`src/cal_pkg.sv`:
```
// shared constants, types and helpers for the core calibration link
package cal_pkg;
   // converter geometry
   localparam int NUM_CORES = 5;
   localparam int CORE_W = 3;
   localparam int SAMPLE_W = 14;
   localparam int FIFO_DEPTH = 8;
   localparam int FIFO_W = SAMPLE_W + 1;

   // timing: 27 ms rotation interval at a 40 MHz clock
   localparam int CLK_HZ = 40_000_000;
   localparam int SWAP_TIME_MS = 27;
   localparam int SWAP_CYCLES_DEF = SWAP_TIME_MS * (CLK_HZ / 1000);
   localparam int BRINGUP_CYCLES_DEF = 256;
   localparam int FG_CYCLES_DEF = 64;
   localparam int BG_CAL_CYCLES_DEF = 1024;
   localparam int TRIG_PULSE_CYCLES = 4;
   localparam int ERR_THRESH_DEF = 16;

   // device register indices on the parallel register write port
   localparam logic [2:0] DEV_REG_CTRL = 3'h0;
   localparam logic [2:0] DEV_REG_CMD = 3'h1;
   localparam int CTRL_BG_EN = 0;
   localparam int CTRL_LP = 1;
   localparam int CTRL_FRZ_EN = 2;
   localparam int CMD_BRINGUP = 0;
   localparam int CMD_FG = 1;

   // device status bits
   localparam int ST_INIT_DONE = 0;
   localparam int ST_BUSY = 1;
   localparam int ST_BG_ACTIVE = 2;
   localparam int ST_SPARE_PWR = 3;
   localparam int ST_SPARE_CAL = 4;
   localparam int ST_SPARE_LSB = 5;

   // host registers on the AHB-Lite bus (byte offsets)
   localparam logic [7:0] H_CTRL = 8'h00;
   localparam logic [7:0] H_CMD = 8'h04;
   localparam logic [7:0] H_PINS = 8'h08;
   localparam logic [7:0] H_STATUS = 8'h0C;
   localparam logic [7:0] H_DATA = 8'h10;
   localparam int HC_AUTO = 3;
   localparam int HCMD_PIN_FG = 2;
   localparam int HTRANS_ACTIVE_BIT = 1;

   typedef enum logic [3:0] {
      ST_IDLE = 4'h1,
      ST_BRINGUP = 4'h2,
      ST_RUN = 4'h4,
      ST_FG = 4'h8
   } dev_state_t;

   // next spare index in the rotation
   function automatic logic [CORE_W-1:0] next_core(input logic [CORE_W-1:0] c);
      next_core = (c == CORE_W'(NUM_CORES - 1)) ? '0 : CORE_W'(c + 1'b1);
   endfunction

   // mask of in-service cores: all but the spare
   function automatic logic [NUM_CORES-1:0] core_mask(input logic [CORE_W-1:0] s);
      core_mask = ~(NUM_CORES'(1) << s);
   endfunction
endpackage

```
`src/cal_link_if.sv`:
```
// link between converter core sequencer and downstream processor
`timescale 1ns/1ps
interface cal_link_if;
   logic reg_wr;
   logic [2:0] reg_addr;
   logic [7:0] reg_wdata;
   logic [7:0] status;
   logic cal_trig;
   logic freeze;
   logic smp_valid;
   logic smp_ready;
   logic [cal_pkg::SAMPLE_W-1:0] smp_data;
   logic smp_drop;
   logic smp_cal;

   modport dev (
      input reg_wr, reg_addr, reg_wdata, cal_trig, freeze, smp_ready,
      output status, smp_valid, smp_data, smp_drop, smp_cal
   );
   modport host (
      output reg_wr, reg_addr, reg_wdata, cal_trig, freeze, smp_ready,
      input status, smp_valid, smp_data, smp_drop, smp_cal
   );
endinterface

```
`src/cal_device.sv`:
```
// converter core calibration sequencer and sample source
//
// Implementation choices: the AHB-Lite slave port and the register offsets.
`timescale 1ns/1ps
module cal_device #(
   parameter int SWAP_CYCLES = cal_pkg::SWAP_CYCLES_DEF,
   parameter int BRINGUP_CYCLES = cal_pkg::BRINGUP_CYCLES_DEF,
   parameter int FG_CYCLES = cal_pkg::FG_CYCLES_DEF,
   parameter int BG_CAL_CYCLES = cal_pkg::BG_CAL_CYCLES_DEF
) (
   input wire logic CLK,
   input wire logic RST,
   cal_link_if.dev LINK,
   output logic [cal_pkg::NUM_CORES-1:0] CORE_ACTIVE,
   output logic SPARE_PWR,
   output logic CAL_BUSY
);
   import cal_pkg::*;

   dev_state_t state_r;
   logic [31:0] cnt_r;
   logic [31:0] intv_r;
   logic [31:0] spare_cnt_r;
   logic [CORE_W-1:0] spare_r;
   logic spare_cal_r;
   logic init_done_r;
   logic bg_en_r, lp_r, frz_en_r;
   logic trig_s1, trig_s2, trig_s3;
   logic frz_s1, frz_s2;
   logic ctrl_wr, cmd_wr, bringup_go, fg_trig, frozen;
   logic bringup_end, fg_end, swap_now, spare_pwr_nxt;
   logic valid_r, drop_r, cal_flag_r, swap_pend_r;
   logic [SAMPLE_W-1:0] smp_cnt_r, data_r, next_val;
   logic [7:0] status_r;

   ////////////////////////////////////////////////////////////////////////
   // pin synchronisers; the second stage feeds logic, the third trigger stage only the edge detect
   always_ff @(posedge CLK or posedge RST) begin
      if (RST) begin
         trig_s1 <= 1'b0;
         trig_s2 <= 1'b0;
         trig_s3 <= 1'b0;
         frz_s1 <= 1'b0;
         frz_s2 <= 1'b0;
      end else begin
         trig_s1 <= LINK.cal_trig;
         trig_s2 <= trig_s1;
         trig_s3 <= trig_s2;
         frz_s1 <= LINK.freeze;
         frz_s2 <= frz_s1;
      end
   end

   // register port decode
   assign ctrl_wr = LINK.reg_wr && (LINK.reg_addr == DEV_REG_CTRL);
   assign cmd_wr = LINK.reg_wr && (LINK.reg_addr == DEV_REG_CMD);
   assign bringup_go = cmd_wr && LINK.reg_wdata[CMD_BRINGUP];
   // either a command write or a rising edge on the trigger pin
   assign fg_trig = (cmd_wr && LINK.reg_wdata[CMD_FG]) ||
                    (trig_s2 && !trig_s3);
   assign frozen = frz_en_r && frz_s2;

   // mode configuration; background only ever enabled here
   always_ff @(posedge CLK or posedge RST) begin
      if (RST) begin
         bg_en_r <= 1'b0;
         lp_r <= 1'b0;
         frz_en_r <= 1'b0;
      end else if (ctrl_wr) begin
         bg_en_r <= LINK.reg_wdata[CTRL_BG_EN];
         lp_r <= LINK.reg_wdata[CTRL_LP];
         frz_en_r <= LINK.reg_wdata[CTRL_FRZ_EN];
      end
   end

   ////////////////////////////////////////////////////////////////////////
   assign bringup_end = (state_r == ST_BRINGUP) &&
                        (cnt_r == 32'(BRINGUP_CYCLES - 1));
   assign fg_end = (state_r == ST_FG) && (cnt_r == 32'(FG_CYCLES - 1));
   // background swap waits at the end of the interval for a ready spare
   assign swap_now = fg_end ||
      ((state_r == ST_RUN) && bg_en_r && !frozen && spare_cal_r &&
       (intv_r == 32'(SWAP_CYCLES - 1)));

   // main sequencer
   always_ff @(posedge CLK or posedge RST) begin
      if (RST) begin
         state_r <= ST_IDLE;
         cnt_r <= '0;
      end else begin
         case (state_r)
            ST_IDLE: begin
               if (bringup_go) begin
                  state_r <= ST_BRINGUP;
                  cnt_r <= '0;
               end
            end
            ST_BRINGUP: begin
               if (bringup_end) begin
                  state_r <= ST_RUN;
               end else begin
                  cnt_r <= cnt_r + 32'h1;
               end
            end
            ST_RUN: begin
               if (bringup_go) begin
                  state_r <= ST_BRINGUP;
                  cnt_r <= '0;
               end else if (fg_trig) begin
                  state_r <= ST_FG;
                  cnt_r <= '0;
               end
            end
            ST_FG: begin
               if (fg_end) begin
                  state_r <= ST_RUN;
               end else begin
                  cnt_r <= cnt_r + 32'h1;
               end
            end
            default: state_r <= ST_IDLE;
         endcase
      end
   end

   // bring-up completion gates the sample stream
   always_ff @(posedge CLK or posedge RST) begin
      if (RST) begin
         init_done_r <= 1'b0;
      end else if (bringup_go && (state_r != ST_BRINGUP)) begin
         init_done_r <= 1'b0;
      end else if (bringup_end) begin
         init_done_r <= 1'b1;
      end
   end

   // rotation interval; held, not cleared, while frozen
   always_ff @(posedge CLK or posedge RST) begin
      if (RST) begin
         intv_r <= '0;
      end else if (swap_now || !bg_en_r || !init_done_r) begin
         intv_r <= '0;
      end else if ((state_r == ST_RUN) && !frozen &&
                   (intv_r < 32'(SWAP_CYCLES - 1))) begin
         intv_r <= intv_r + 32'h1;
      end
   end

   ////////////////////////////////////////////////////////////////////////
   // spare power: always on in plain background mode; low power mode only
   // wakes it for the last stretch before the swap, which saves average
   // power at the price of a supply step at each wake
   always_comb begin
      spare_pwr_nxt = (state_r == ST_BRINGUP) || (state_r == ST_FG);
      if ((state_r == ST_RUN) && bg_en_r && !frozen) begin
         if (!lp_r) begin
            spare_pwr_nxt = 1'b1;
         end else if (intv_r >= 32'(SWAP_CYCLES - BG_CAL_CYCLES)) begin
            spare_pwr_nxt = 1'b1;
         end
      end
   end

   // spare core tracking and its calibration progress
   always_ff @(posedge CLK or posedge RST) begin
      if (RST) begin
         spare_r <= '0;
         spare_cal_r <= 1'b0;
         spare_cnt_r <= '0;
      end else if (bringup_end) begin
         spare_cal_r <= 1'b1;
         spare_cnt_r <= '0;
      end else if (swap_now) begin
         spare_r <= next_core(spare_r);
         spare_cal_r <= 1'b0;
         spare_cnt_r <= '0;
      end else if (spare_pwr_nxt && !spare_cal_r) begin
         if (spare_cnt_r == 32'(BG_CAL_CYCLES - 1)) begin
            spare_cal_r <= 1'b1;
         end else begin
            spare_cnt_r <= spare_cnt_r + 32'h1;
         end
      end
   end

   ////////////////////////////////////////////////////////////////////////
   // a swap loses the sample slot in flight: the next one skips a count
   assign next_val = swap_pend_r ? SAMPLE_W'(smp_cnt_r + 1'b1) : smp_cnt_r;

   // sample source; stalls under back-pressure from the receiver
   always_ff @(posedge CLK or posedge RST) begin
      if (RST) begin
         valid_r <= 1'b0;
         data_r <= '0;
         drop_r <= 1'b0;
         cal_flag_r <= 1'b0;
         smp_cnt_r <= '0;
      end else if (!valid_r || LINK.smp_ready) begin
         valid_r <= init_done_r;
         if (init_done_r) begin
            // foreground output is scrambled, flagged for the receiver
            data_r <= (state_r == ST_FG) ? ~next_val : next_val;
            cal_flag_r <= (state_r == ST_FG);
            drop_r <= swap_pend_r;
            smp_cnt_r <= SAMPLE_W'(next_val + 1'b1);
         end
      end
   end

   // swap seen but not yet reflected in the stream; set beats clear
   always_ff @(posedge CLK or posedge RST) begin
      if (RST) begin
         swap_pend_r <= 1'b0;
      end else if (swap_now) begin
         swap_pend_r <= 1'b1;
      end else if ((!valid_r || LINK.smp_ready) && init_done_r) begin
         swap_pend_r <= 1'b0;
      end
   end

   // registered status and user outputs
   always_ff @(posedge CLK or posedge RST) begin
      if (RST) begin
         status_r <= '0;
         CORE_ACTIVE <= '0;
         SPARE_PWR <= 1'b0;
         CAL_BUSY <= 1'b0;
      end else begin
         status_r[ST_INIT_DONE] <= init_done_r;
         status_r[ST_BUSY] <= (state_r == ST_BRINGUP) || (state_r == ST_FG);
         status_r[ST_BG_ACTIVE] <= bg_en_r && !frozen;
         status_r[ST_SPARE_PWR] <= spare_pwr_nxt;
         status_r[ST_SPARE_CAL] <= spare_cal_r;
         status_r[7:ST_SPARE_LSB] <= spare_r;
         CORE_ACTIVE <= core_mask(spare_r);
         SPARE_PWR <= spare_pwr_nxt;
         CAL_BUSY <= (state_r == ST_BRINGUP) || (state_r == ST_FG);
      end
   end

   assign LINK.status = status_r;
   assign LINK.smp_valid = valid_r;
   assign LINK.smp_data = data_r;
   assign LINK.smp_drop = drop_r;
   assign LINK.smp_cal = cal_flag_r;
endmodule

```
`src/flat_wrapper.sv`:
```
// flat-port wrapper written by rule: the top's interface ports become plain ports
module cal_device_flat import cal_pkg::*;
#(
   parameter int SWAP_CYCLES = cal_pkg::SWAP_CYCLES_DEF,
   parameter int BRINGUP_CYCLES = cal_pkg::BRINGUP_CYCLES_DEF,
   parameter int FG_CYCLES = cal_pkg::FG_CYCLES_DEF,
   parameter int BG_CAL_CYCLES = cal_pkg::BG_CAL_CYCLES_DEF
)
  (CLK, RST, CORE_ACTIVE, SPARE_PWR, CAL_BUSY, LINK_reg_wr, LINK_reg_addr, LINK_reg_wdata, LINK_cal_trig, LINK_freeze, LINK_smp_ready, LINK_status, LINK_smp_valid, LINK_smp_data, LINK_smp_drop, LINK_smp_cal);
  cal_link_if LINK_i ();
  input wire logic CLK;
  input wire logic RST;
  output logic [cal_pkg::NUM_CORES-1:0] CORE_ACTIVE;
  output logic SPARE_PWR;
  output logic CAL_BUSY;
  input wire logic [$bits(LINK_i.reg_wr)-1:0] LINK_reg_wr;
  input wire logic [$bits(LINK_i.reg_addr)-1:0] LINK_reg_addr;
  input wire logic [$bits(LINK_i.reg_wdata)-1:0] LINK_reg_wdata;
  input wire logic [$bits(LINK_i.cal_trig)-1:0] LINK_cal_trig;
  input wire logic [$bits(LINK_i.freeze)-1:0] LINK_freeze;
  input wire logic [$bits(LINK_i.smp_ready)-1:0] LINK_smp_ready;
  output wire logic [$bits(LINK_i.status)-1:0] LINK_status;
  output wire logic [$bits(LINK_i.smp_valid)-1:0] LINK_smp_valid;
  output wire logic [$bits(LINK_i.smp_data)-1:0] LINK_smp_data;
  output wire logic [$bits(LINK_i.smp_drop)-1:0] LINK_smp_drop;
  output wire logic [$bits(LINK_i.smp_cal)-1:0] LINK_smp_cal;
  assign LINK_i.reg_wr = LINK_reg_wr;
  assign LINK_i.reg_addr = LINK_reg_addr;
  assign LINK_i.reg_wdata = LINK_reg_wdata;
  assign LINK_i.cal_trig = LINK_cal_trig;
  assign LINK_i.freeze = LINK_freeze;
  assign LINK_i.smp_ready = LINK_smp_ready;
  assign LINK_status = LINK_i.status;
  assign LINK_smp_valid = LINK_i.smp_valid;
  assign LINK_smp_data = LINK_i.smp_data;
  assign LINK_smp_drop = LINK_i.smp_drop;
  assign LINK_smp_cal = LINK_i.smp_cal;
  cal_device #(.SWAP_CYCLES(SWAP_CYCLES), .BRINGUP_CYCLES(BRINGUP_CYCLES), .FG_CYCLES(FG_CYCLES), .BG_CAL_CYCLES(BG_CAL_CYCLES)) u_core (.CLK(CLK), .RST(RST), .LINK(LINK_i), .CORE_ACTIVE(CORE_ACTIVE), .SPARE_PWR(SPARE_PWR), .CAL_BUSY(CAL_BUSY));
endmodule
```
`config.mk`:
```
export PLATFORM = sky130hd
export DESIGN_NAME = cal_device_flat
export DESIGN_NICKNAME = d
export VERILOG_FILES = /design/src/cal_pkg.sv /design/src/cal_link_if.sv /design/src/cal_device.sv /design/src/flat_wrapper.sv
export SDC_FILE = /design/constraint.sdc
export NUM_CORES = 1
export LEC_CHECK = 0
export BUFFER_PORTS_ARGS = -buffer_cell sky130_fd_sc_hd__buf_2
export CAP_MARGIN = 20
export CORE_ASPECT_RATIO = 1.5
export CORE_MARGIN = 2
export CORE_UTILIZATION = 55
export DETAILED_ROUTE_END_ITERATION = 16
export PLACE_DENSITY = 0.7
export SLEW_MARGIN = 5
export SYNTH_ARGS = -nofsm -noshare
export SYNTH_HDL_FRONTEND = slang
export SYNTH_SLANG_ARGS = --single-unit
```
`constraint.sdc`:
```
create_clock -name CLK -period 5.8 [get_ports CLK]
set_input_delay 1.16 -clock CLK [delete_from_list [all_inputs] [get_ports CLK]]
set_output_delay 1.16 -clock CLK [all_outputs]
set_load 0.005 [all_outputs]
```
# After elaboration in Yosys (flattened, before gate mapping)
# Cells that the tools add are included.
op_classes:
  n_shift: 1
  magnitude_cmp: 2
  eq_ne: 18
  reduce_logical: 43
  n_mux: 32
  addsub: 6
  bitwise_logic: 3
ops:
  columns: ["operator", "n"]
  rows:
  - ["$mux W32", 11]
  - ["$pmux W32 S4", 1]
  - ["$add A32 B1 Y32 const B", 3]
  - ["$eq A32 B10 Y1 const B", 1]
  - ["$eq A32 B21 Y1 const B", 1]
  - ["$eq A32 B6 Y1 const B", 1]
  - ["$eq A32 B8 Y1 const B", 1]
  - ["$ge A32 B21 Y1 const B", 1]
  - ["$lt A32 B21 Y1 const B", 1]
  - ["$add A14 B1 Y14 const B", 2]
  - ["$mux W14", 2]
  - ["$mux W4", 5]
  - ["$logic_and A1 B1 Y1", 18]
  - ["$pmux W4 S4", 1]
  - ["$not A14 Y14", 1]
  - ["$mux W1", 11]
  - ["$reduce_and A2 Y1", 4]
  - ["$logic_not A1 Y1", 6]
  - ["$logic_or A1 B1 Y1", 6]
  - ["$ne A2 B1 Y1 const B", 3]
  - ["$ne A3 B1 Y1 const B", 2]
  - ["$reduce_bool A2 Y1", 3]
  - ["$reduce_bool A3 Y1", 2]
  - ["$not A5 Y5", 1]
  - ["other kinds (16)", 17]
totals:
  regBits: 160
  in_bits: 17
  word_cells: 130
  output_inout_bits: 32

# Logic depth before layout (Yosys ltp)
# Gate-level depths: netlist of the first run.
depth:
  depth_word: 9
  ltp_mapped: 10
  depth_no_buf: 8

# Worst setup path after synthesis of the first run
# No wires, ideal clock.
synth_timing:
  kind: "input to register"
  from: "input port LINK_reg_addr[1]"
  to: "register u_core.cnt_r[22]"
  slack_ns: 3.115
  n_path_buf: 0
  arrival_time_ns: 2.607
  setup_time_ns: 0.078
  required_ns: 5.722
  path_stages: 6
  path_cell_list: "nor3b_1 > nand2_1 > o22ai_2 > nand4_2 > or4_1 > a21oi_1"
synth_between:
  elab_chain_cells: 6
  elab_cells_between_ends: 10
  cone_classes: "3 x eq/ne; 2 x mux; 5 x reduce/logical"
synth_rtl:
  columns: ["element", "line_no", "source"]
  rows:
  - ["start, declared", "flat_wrapper.sv:17", "input wire logic [$bits(LINK_i.reg_addr)-1:0] LINK_reg_addr;"]
  - ["$eq A3 B1 Y1 (*)", "cal_device.sv:56", "assign cmd_wr = LINK.reg_wr && (LINK.reg_addr == DEV_REG_CMD);"]
  - ["$logic_and A1 B1 Y1 (*)", "cal_device.sv:56", null]
  - ["$logic_and A1 B1 Y1", "cal_device.sv:59", "assign fg_trig = (cmd_wr && LINK.reg_wdata[CMD_FG]) ||"]
  - ["$logic_or A1 B1 Y1", "cal_device.sv:59", null]
  - ["$ne A3 B1 Y1 (no line)", null, null]
  - ["$reduce_and A5 Y1 (no line)", null, null]
  - ["end signal, assigned", "cal_device.sv:102", "cnt_r <= cnt_r + 32'h1;"]
  - ["end signal, assigned", "cal_device.sv:118", "cnt_r <= cnt_r + 32'h1;"]
  - ["end, declared", "cal_device.sv:21", "logic [31:0] cnt_r;"]
# Every way passes the cells marked *; elsewhere a longest branch is shown, timed or not.
# A chain may end at the register's enable or synchronous reset.

# Worst setup path in the final report of the first run
# Same ends and word-level chain as after synthesis.

==> results of run 1 <==
## area by class of cell
cell class,instances,share of cell area (%)
Clock buffer,21,5.01
Clock inverter,10,1.50
Inverter,25,1.08
Multi-Input combinational cell,633,43.5
Sequential cell,158,43.1
Tap cell,196,2.67
Timing Repair Buffer,50,3.13
## per-layer routing
layer | global-route usage (%) | up-vias | share of wire (%) | wire (µm)
li1 | - | 3111 | - | -
met1 | 26.6 | 3163 | 42 | 7240
met2 | 40.5 | 116 | 54 | 9290
met3 | 4.54 | 27 | 2.8 | 489
met4 | 8.88 | 2 | 1.8 | 316
met5 | 0 | - | 0.040 | 7
## registers in the layout, summed over array words and instances, names as in the netlist, 3 cells and up
register / flops
u_core.CORE_ACTIVE: 5
u_core.LINK.status: 8
u_core.LINK.smp_data: 14
u_core.cnt_r: 32
u_core.spare_cnt_r: 32
u_core.state_r: 4
u_core.smp_cnt_r: 14
u_core.spare_r: 3
u_core.intv_r: 32
## cell families after synthesis
logic type / Yosys count
muxes: 9
AOI/OAI and AO/OA: 131
and+or+nand+nor: 396
xor gates and xnor gates: 86
adders and majority gates: 11
buffers and inverters: 61
DFF: 158
## worst min-delay path by stage
| stage | to | slack, ns | cells past startpoint |
|---|---|---|---|
| finish | u_core.trig_s2$_DFF_PP0_ | 0.35 | 0 |
| CTS | u_core.trig_s2$_DFF_PP0_ | 0.35 | 0 |
| detailed placement | u_core.trig_s2$_DFF_PP0_ | 0.34 | 0 |
| global route | u_core.trig_s2$_DFF_PP0_ | 0.36 | 0 |
| floorplan | u_core.frz_s2$_DFF_PP0_ | 0.33 | 0 |
| global placement | u_core.trig_s2$_DFF_PP0_ | 0.34 | 0 |
## worst reg2reg max path, cell delays in order (launching register included)
cell      delay [ns]
dfstp_2         0.58
nor2_1          0.10
nand3b_1        0.33
nor4_1          0.12
a21oi_1         0.70
nand3_1         0.72
a21oi_1         0.35
## report_power, final
part	switching [mW]	internal, mW	leakage [nW]
clock network	0.434	0.696	0.289
logic	0.230	0.110	1.48
registers	0.0433	1.14	2.15
## cell usage in the layout (no fill, tap or decap), types with 16 or more instances in the layout
cell type | synthesis | routed
or3_1 | 33 | 33
and2_1 | 16 | 16
a21oi_1 | 41 | 41
and3_1 | 21 | 21
nand2_1 | 75 | 75
xnor2_1 | 51 | 51
nand4_1 | 32 | 32
buf_2 | 7 | 43
nor4_1 | 23 | 23
nor2_1 | 70 | 70
clkbuf_16 | 0 | 17
dfrtp_1 | 157 | 157
o21ai_0 | 40 | 40
nor3_1 | 23 | 23
nand3_1 | 42 | 42
inv_1 | 25 | 24
xor2_1 | 35 | 35
==> metrics, run 1 <==
Worst-path clk slew 0.06 ns; Initial Util 56.4%; area leader, netlist dfrtp_1; slowest CP cell or4_1; antenna cells 0; post-DP HPWL between 10 and 15 mm; Filler cells around 1300; Core Util, Final between 60% and 70%; post-CTS setup buffers 0; CTS max path bufs 2; Overall Power about 2.7 mW; r2r startpoint u_core.state_r[0]$_DFFE_PP1P_; core area around 15000 µm²; ys async rst share 100%; post-synthesis mux area share 1.19%; CTS resizes 0; clock skew approximately 0.011 ns; delay-heaviest family, CP simple AND/OR/NAND/NOR gates; post-route setup TNS 0 ns; multi-input gate area in the final layout ~4000 µm²; minimum period implied by the final worst setup slack about 3.3 ns; crit path kind primary input to flop; Post-synth EDFFs 0; Ys Warns 0; Initial DRT Pass Iterations 5; die height about 150 µm; Post-Synth Simple-Gate Area between 20% and 30%; area share of the largest cell type after synthesis roughly 48%; area growth from synthesis to layout 11.7%; placed cell count about 1100; critical path cell sequence buf_2 -> nor3b_1 -> nand2_1 -> o22ai_2 -> nand4_2 -> or4_1 -> a21oi_1; worst rel slew slack 31.0%; CTS tree done; Worst Slack Setup Final between 2 and 3 ns; Total Routing Usage GR between 20% and 30%; global-route wire length before repair ~29 mm; syn_nets between 800 and 900; Iter 0 DRT Violations ~330; cells after synthesis around 850; ys flop type dfrtp_1; XOR/XNOR Fraction of Synth Area a little under a tenth; Max H-tree Level 4; worst hold-check path type flop to flop; worst skew pair latency ~0.43 ns; fmax 306 MHz; Reg-to-Reg End u_core.intv_r[19]$_DFFE_PP0P_; placed cell area ~8600 µm²; Total Routed Length between 15 and 20 mm; internal reg-to-reg setup slack between 2 and 3 ns; largest family of logic cells by synthesized area simple AND/OR/NAND/NOR gates; ranking of synthesized cells by area dfrtp_1 (48%), xnor2_1 (5.4%), xor2_1 (3.7%), nand2_1 (3.4%), nor2_1 (3.2%); final instance area ~9200 µm²; Clock Root Buffer clkbuf_16; fraction of layout instances using a drive strength above 1 12.3%; Final Hold Vio Count 0; Layout Cells excl Fill 1093; CP endpoint kind flop; Num CTS Buffers 17; top post-synthesis cells by count dfrtp_1 (157), nand2_1 (75), nor2_1 (70); Nets around 910; #FFs+latches synth about 160; vias in the first global route 6161; Tcrit/Tclk final a little under three fifths; CP arrival ~3.6 ns; final setup violation count 0; hold path start u_core.trig_s1$_DFF_PP0_; Vias approximately 6400; Avg Cell Area, Syn a little under 10 µm²; via/cell ratio 5.87; Overflow after GRT 0; pre-CTS WS between 2 and 2.5 ns; Crit path largest cell delay approximately 0.67 ns; Synth Area in Compound Gates around a tenth; Worst path depth 7; largest net degree at the start of global routing roughly 120; CP endpoint u_core.cnt_r[22]$_DFFE_PP0P_; unrepaired setup endpoints after global routing false; GPL Wtd Cong ~0.85; VDD IR max 0.000210 V; port bufs between 40 and 50; slew of the pin with the lowest slew margin about 1.0 ns; cell row count 54; Worst EP required 6.14 ns; Max Cap Violations 0; Worst Reg2Reg Path Length in Cells 6; clock sinks roughly 160; Worst Path Buf+Inv 1; Pwr Density slightly below 300 nW/µm²; Post-Syn Area between 8000 and 9000 µm²; Post-CTS Hold Fix Bufs 0; Die ar. 16000 µm²; Leakage Power just under 4 nW; # DRC 0; Reg area 3960 µm²; area share of fa/ha/maj cells after synthesis under 10%; fin. max-slew vios 0; sequential fraction of the synthesis area about half; IO Count around 50; CP Launch Point LINK_reg_addr[1]; crit path launch type primary input; ANT nets after route 0; top-count cell post-synth dfrtp_1; initial antenna violation count 1; largest fanout on the critical path 23; post-synth cell types 74; status finished, final reports clean; worst hold margin 0.349 ns; DIE WIDTH between 100 and 150 µm; WL per Instance around 16 µm
No activity file was read; power rests on OpenSTA's default activity.
==> run 2, diff against run 1 <==
Settings changed: PLACE_DENSITY 0.7 to 0.73.
Clock period 5.8 ns to 3 ns, I/O delays scaled along.
==> metrics, run 2 (synthesized netlist as in run 1, its figures left out) <==
internal reg-to-reg setup slack 0.16 ns (-2.65 ns); crit path launch type flop; WL per Instance 16.0 µm (+0.99%); die height 154 µm (unchanged); Hold Path Depth 1 (+1); post-DP HPWL 12.8 mm (+6.8%); clock skew 0.00981 ns (-0.000767 ns); clock sinks 158 (unchanged); Worst EP required 3.35 ns (-2.79 ns); CTS max path bufs 2 (unchanged); Die ar. 16000 µm² (unchanged); Reg-to-Reg End u_core.cnt_r[11]$_DFFE_PP0P_; Worst-path clk slew 0.06 ns (about the same); Worst Reg2Reg Path Length in Cells 7 (+1); crit path kind flop to flop; Total Routing Usage GR 23.8% (+1.2 points); Pwr Density 539 nW/µm² (+86%); fraction of layout instances using a drive strength above 1 14.1% (+1.8 points); delay-heaviest family, CP simple AND/OR/NAND/NOR gates; Overflow after GRT 0 (unchanged); vias in the first global route 6646 (+7.9%); port bufs 43 (unchanged); Vias 6544 (+1.9%); GPL Wtd Cong 0.885 (+4.0%); most common cell after layout, fill and taps aside dfrtp_1; CP endpoint kind flop; core area 14600 µm² (unchanged); multi-input gate area in the final layout 4000 µm² (unchanged); initial antenna violation count 0 (-1); final setup violation count 0 (unchanged); biggest regs u_core.cnt_r: 32 flops, u_core.intv_r: 32 flops, u_core.spare_cnt_r: 32 flops; via/cell ratio 5.88 (+0.12%); Max H-tree Level 4 (unchanged); Worst Path Buf+Inv 1 (unchanged); commonest non-fill, non-tap cells in the layout dfrtp_1 (157), nand2_1 (75), nor2_1 (70); CTS tree done; fin. max-slew vios 0 (unchanged); Num CTS Buffers 17 (unchanged); worst hold-check path type primary input to flop; Final Hold Vio Count 0 (unchanged); ANT nets after route 0 (unchanged); Filler cells 1251 (-0.24%); fmax about 350 MHz; Overall Power 5.01 mW (+88%); Post-CTS Hold Fix Bufs 0 (unchanged); status finished, final reports clean; largest net degree at the start of global routing 48 (-58%); Total Routed Length 17.8 mm (+2.8%); worst skew pair latency 0.43 ns (about the same); # DRC 0 (unchanged); Leakage Power 3.98 nW (+1.6%); IO Count 49 (unchanged); post-CTS setup buffers 0 (unchanged); Initial DRT Pass Iterations 5 (unchanged); CP arrival 3.19 ns (-0.42 ns); Reg area 3960 µm² (unchanged); Crit path largest cell delay 0.69 ns (+0.02 ns); antenna cells 0 (unchanged); largest fanout on the critical path 17 (-26%); slew of the pin with the lowest slew margin 0.834 ns (-0.201 ns); most frequent CP cell or4b_1; r2r startpoint u_core.state_r[3]$_DFFE_PP0P_; post-route setup TNS 0 ns (unchanged); global-route wire length before repair 31.1 mm (+5.6%); Worst path depth 7 (unchanged); unrepaired setup endpoints after global routing false; DIE WIDTH 104 µm (unchanged); cell row count 54 (unchanged); critical path cell sequence or4b_1 -> a2bb2oi_1 -> or4b_1 -> nand4b_2 -> buf_4 -> o21ai_0 -> a21oi_1; worst rel slew slack 44.4% (+13 points); Iter 0 DRT Violations 296 (-9.5%); Nets 933 (+2.2%); minimum period implied by the final worst setup slack between 2 and 3 ns; CTS resizes 0 (unchanged); WHS Endpoint u_core.trig_s1$_DFF_PP0_; Tcrit/Tclk final a little over nine tenths; Max Cap Violations 0 (unchanged); Initial Util 56.4% (unchanged); slowest CP cell or4b_1; VDD IR max 0.000377 V (+80%); Clock Root Buffer clkbuf_16; hold path start LINK_cal_trig; area growth from synthesis to layout 13.0%
## run 2: cell type report
| class | instances | share of cell area (%) |
|---|---|---|
| Clock buffer | 21 | 4.85 |
| Clock inverter | 10 | 0.996 |
| Inverter | 25 | 1.05 |
| Multi-Input combinational cell | 633 | 43.0 |
| Sequential cell | 158 | 42.5 |
| Tap cell | 196 | 2.64 |
| Timing Repair Buffer | 70 | 4.90 |
## run 2: worst max-delay path by stage
stage	startpoint	endpoint
finish	u_core.state_r[3]$_DFFE_PP0P_	u_core.cnt_r[11]$_DFFE_PP0P_
global route	u_core.state_r[2]$_DFFE_PP0P_	u_core.cnt_r[11]$_DFFE_PP0P_
CTS	u_core.state_r[3]$_DFFE_PP0P_	u_core.cnt_r[11]$_DFFE_PP0P_
detailed placement	u_core.state_r[3]$_DFFE_PP0P_	u_core.cnt_r[11]$_DFFE_PP0P_
global placement	u_core.state_r[3]$_DFFE_PP0P_	u_core.cnt_r[9]$_DFFE_PP0P_
floorplan	RST	u_core.CORE_ACTIVE[0]$_DFF_PP0_
## run 2: power by group
group          switching (mW)  internal, mW  leakage [nW]
logic                   0.456         0.261          1.58
clock network           0.839          1.15         0.255
registers              0.0862          2.21          2.15
## run 2: layer usage
layer / part of all wire, % / vias up / track usage (%)
met5: 0 / - / 0
met4: 2.2 / 0 / 8.88
met3: 3.8 / 35 / 5.43
met2: 54 / 129 / 42.5
met1: 40 / 3222 / 27.9
li1: - / 3158 / -
## run 2: per-stage QoR
step                      cells  hold WS, ns  utilization, %  setup slack [ns]  instance area (µm²)
final                      1113        0.277            63.7             0.163                 9300
after floorplan             852        0.331               -             0.400                 8230
after global routing       1113        0.260            63.7            0.0542                 9300
after detailed placement   1082        0.355            60.0             0.208                 8750
after global placement     1082        0.337            60.0             0.294                 8750
after CTS                  1113        0.262            63.7             0.169                 9300
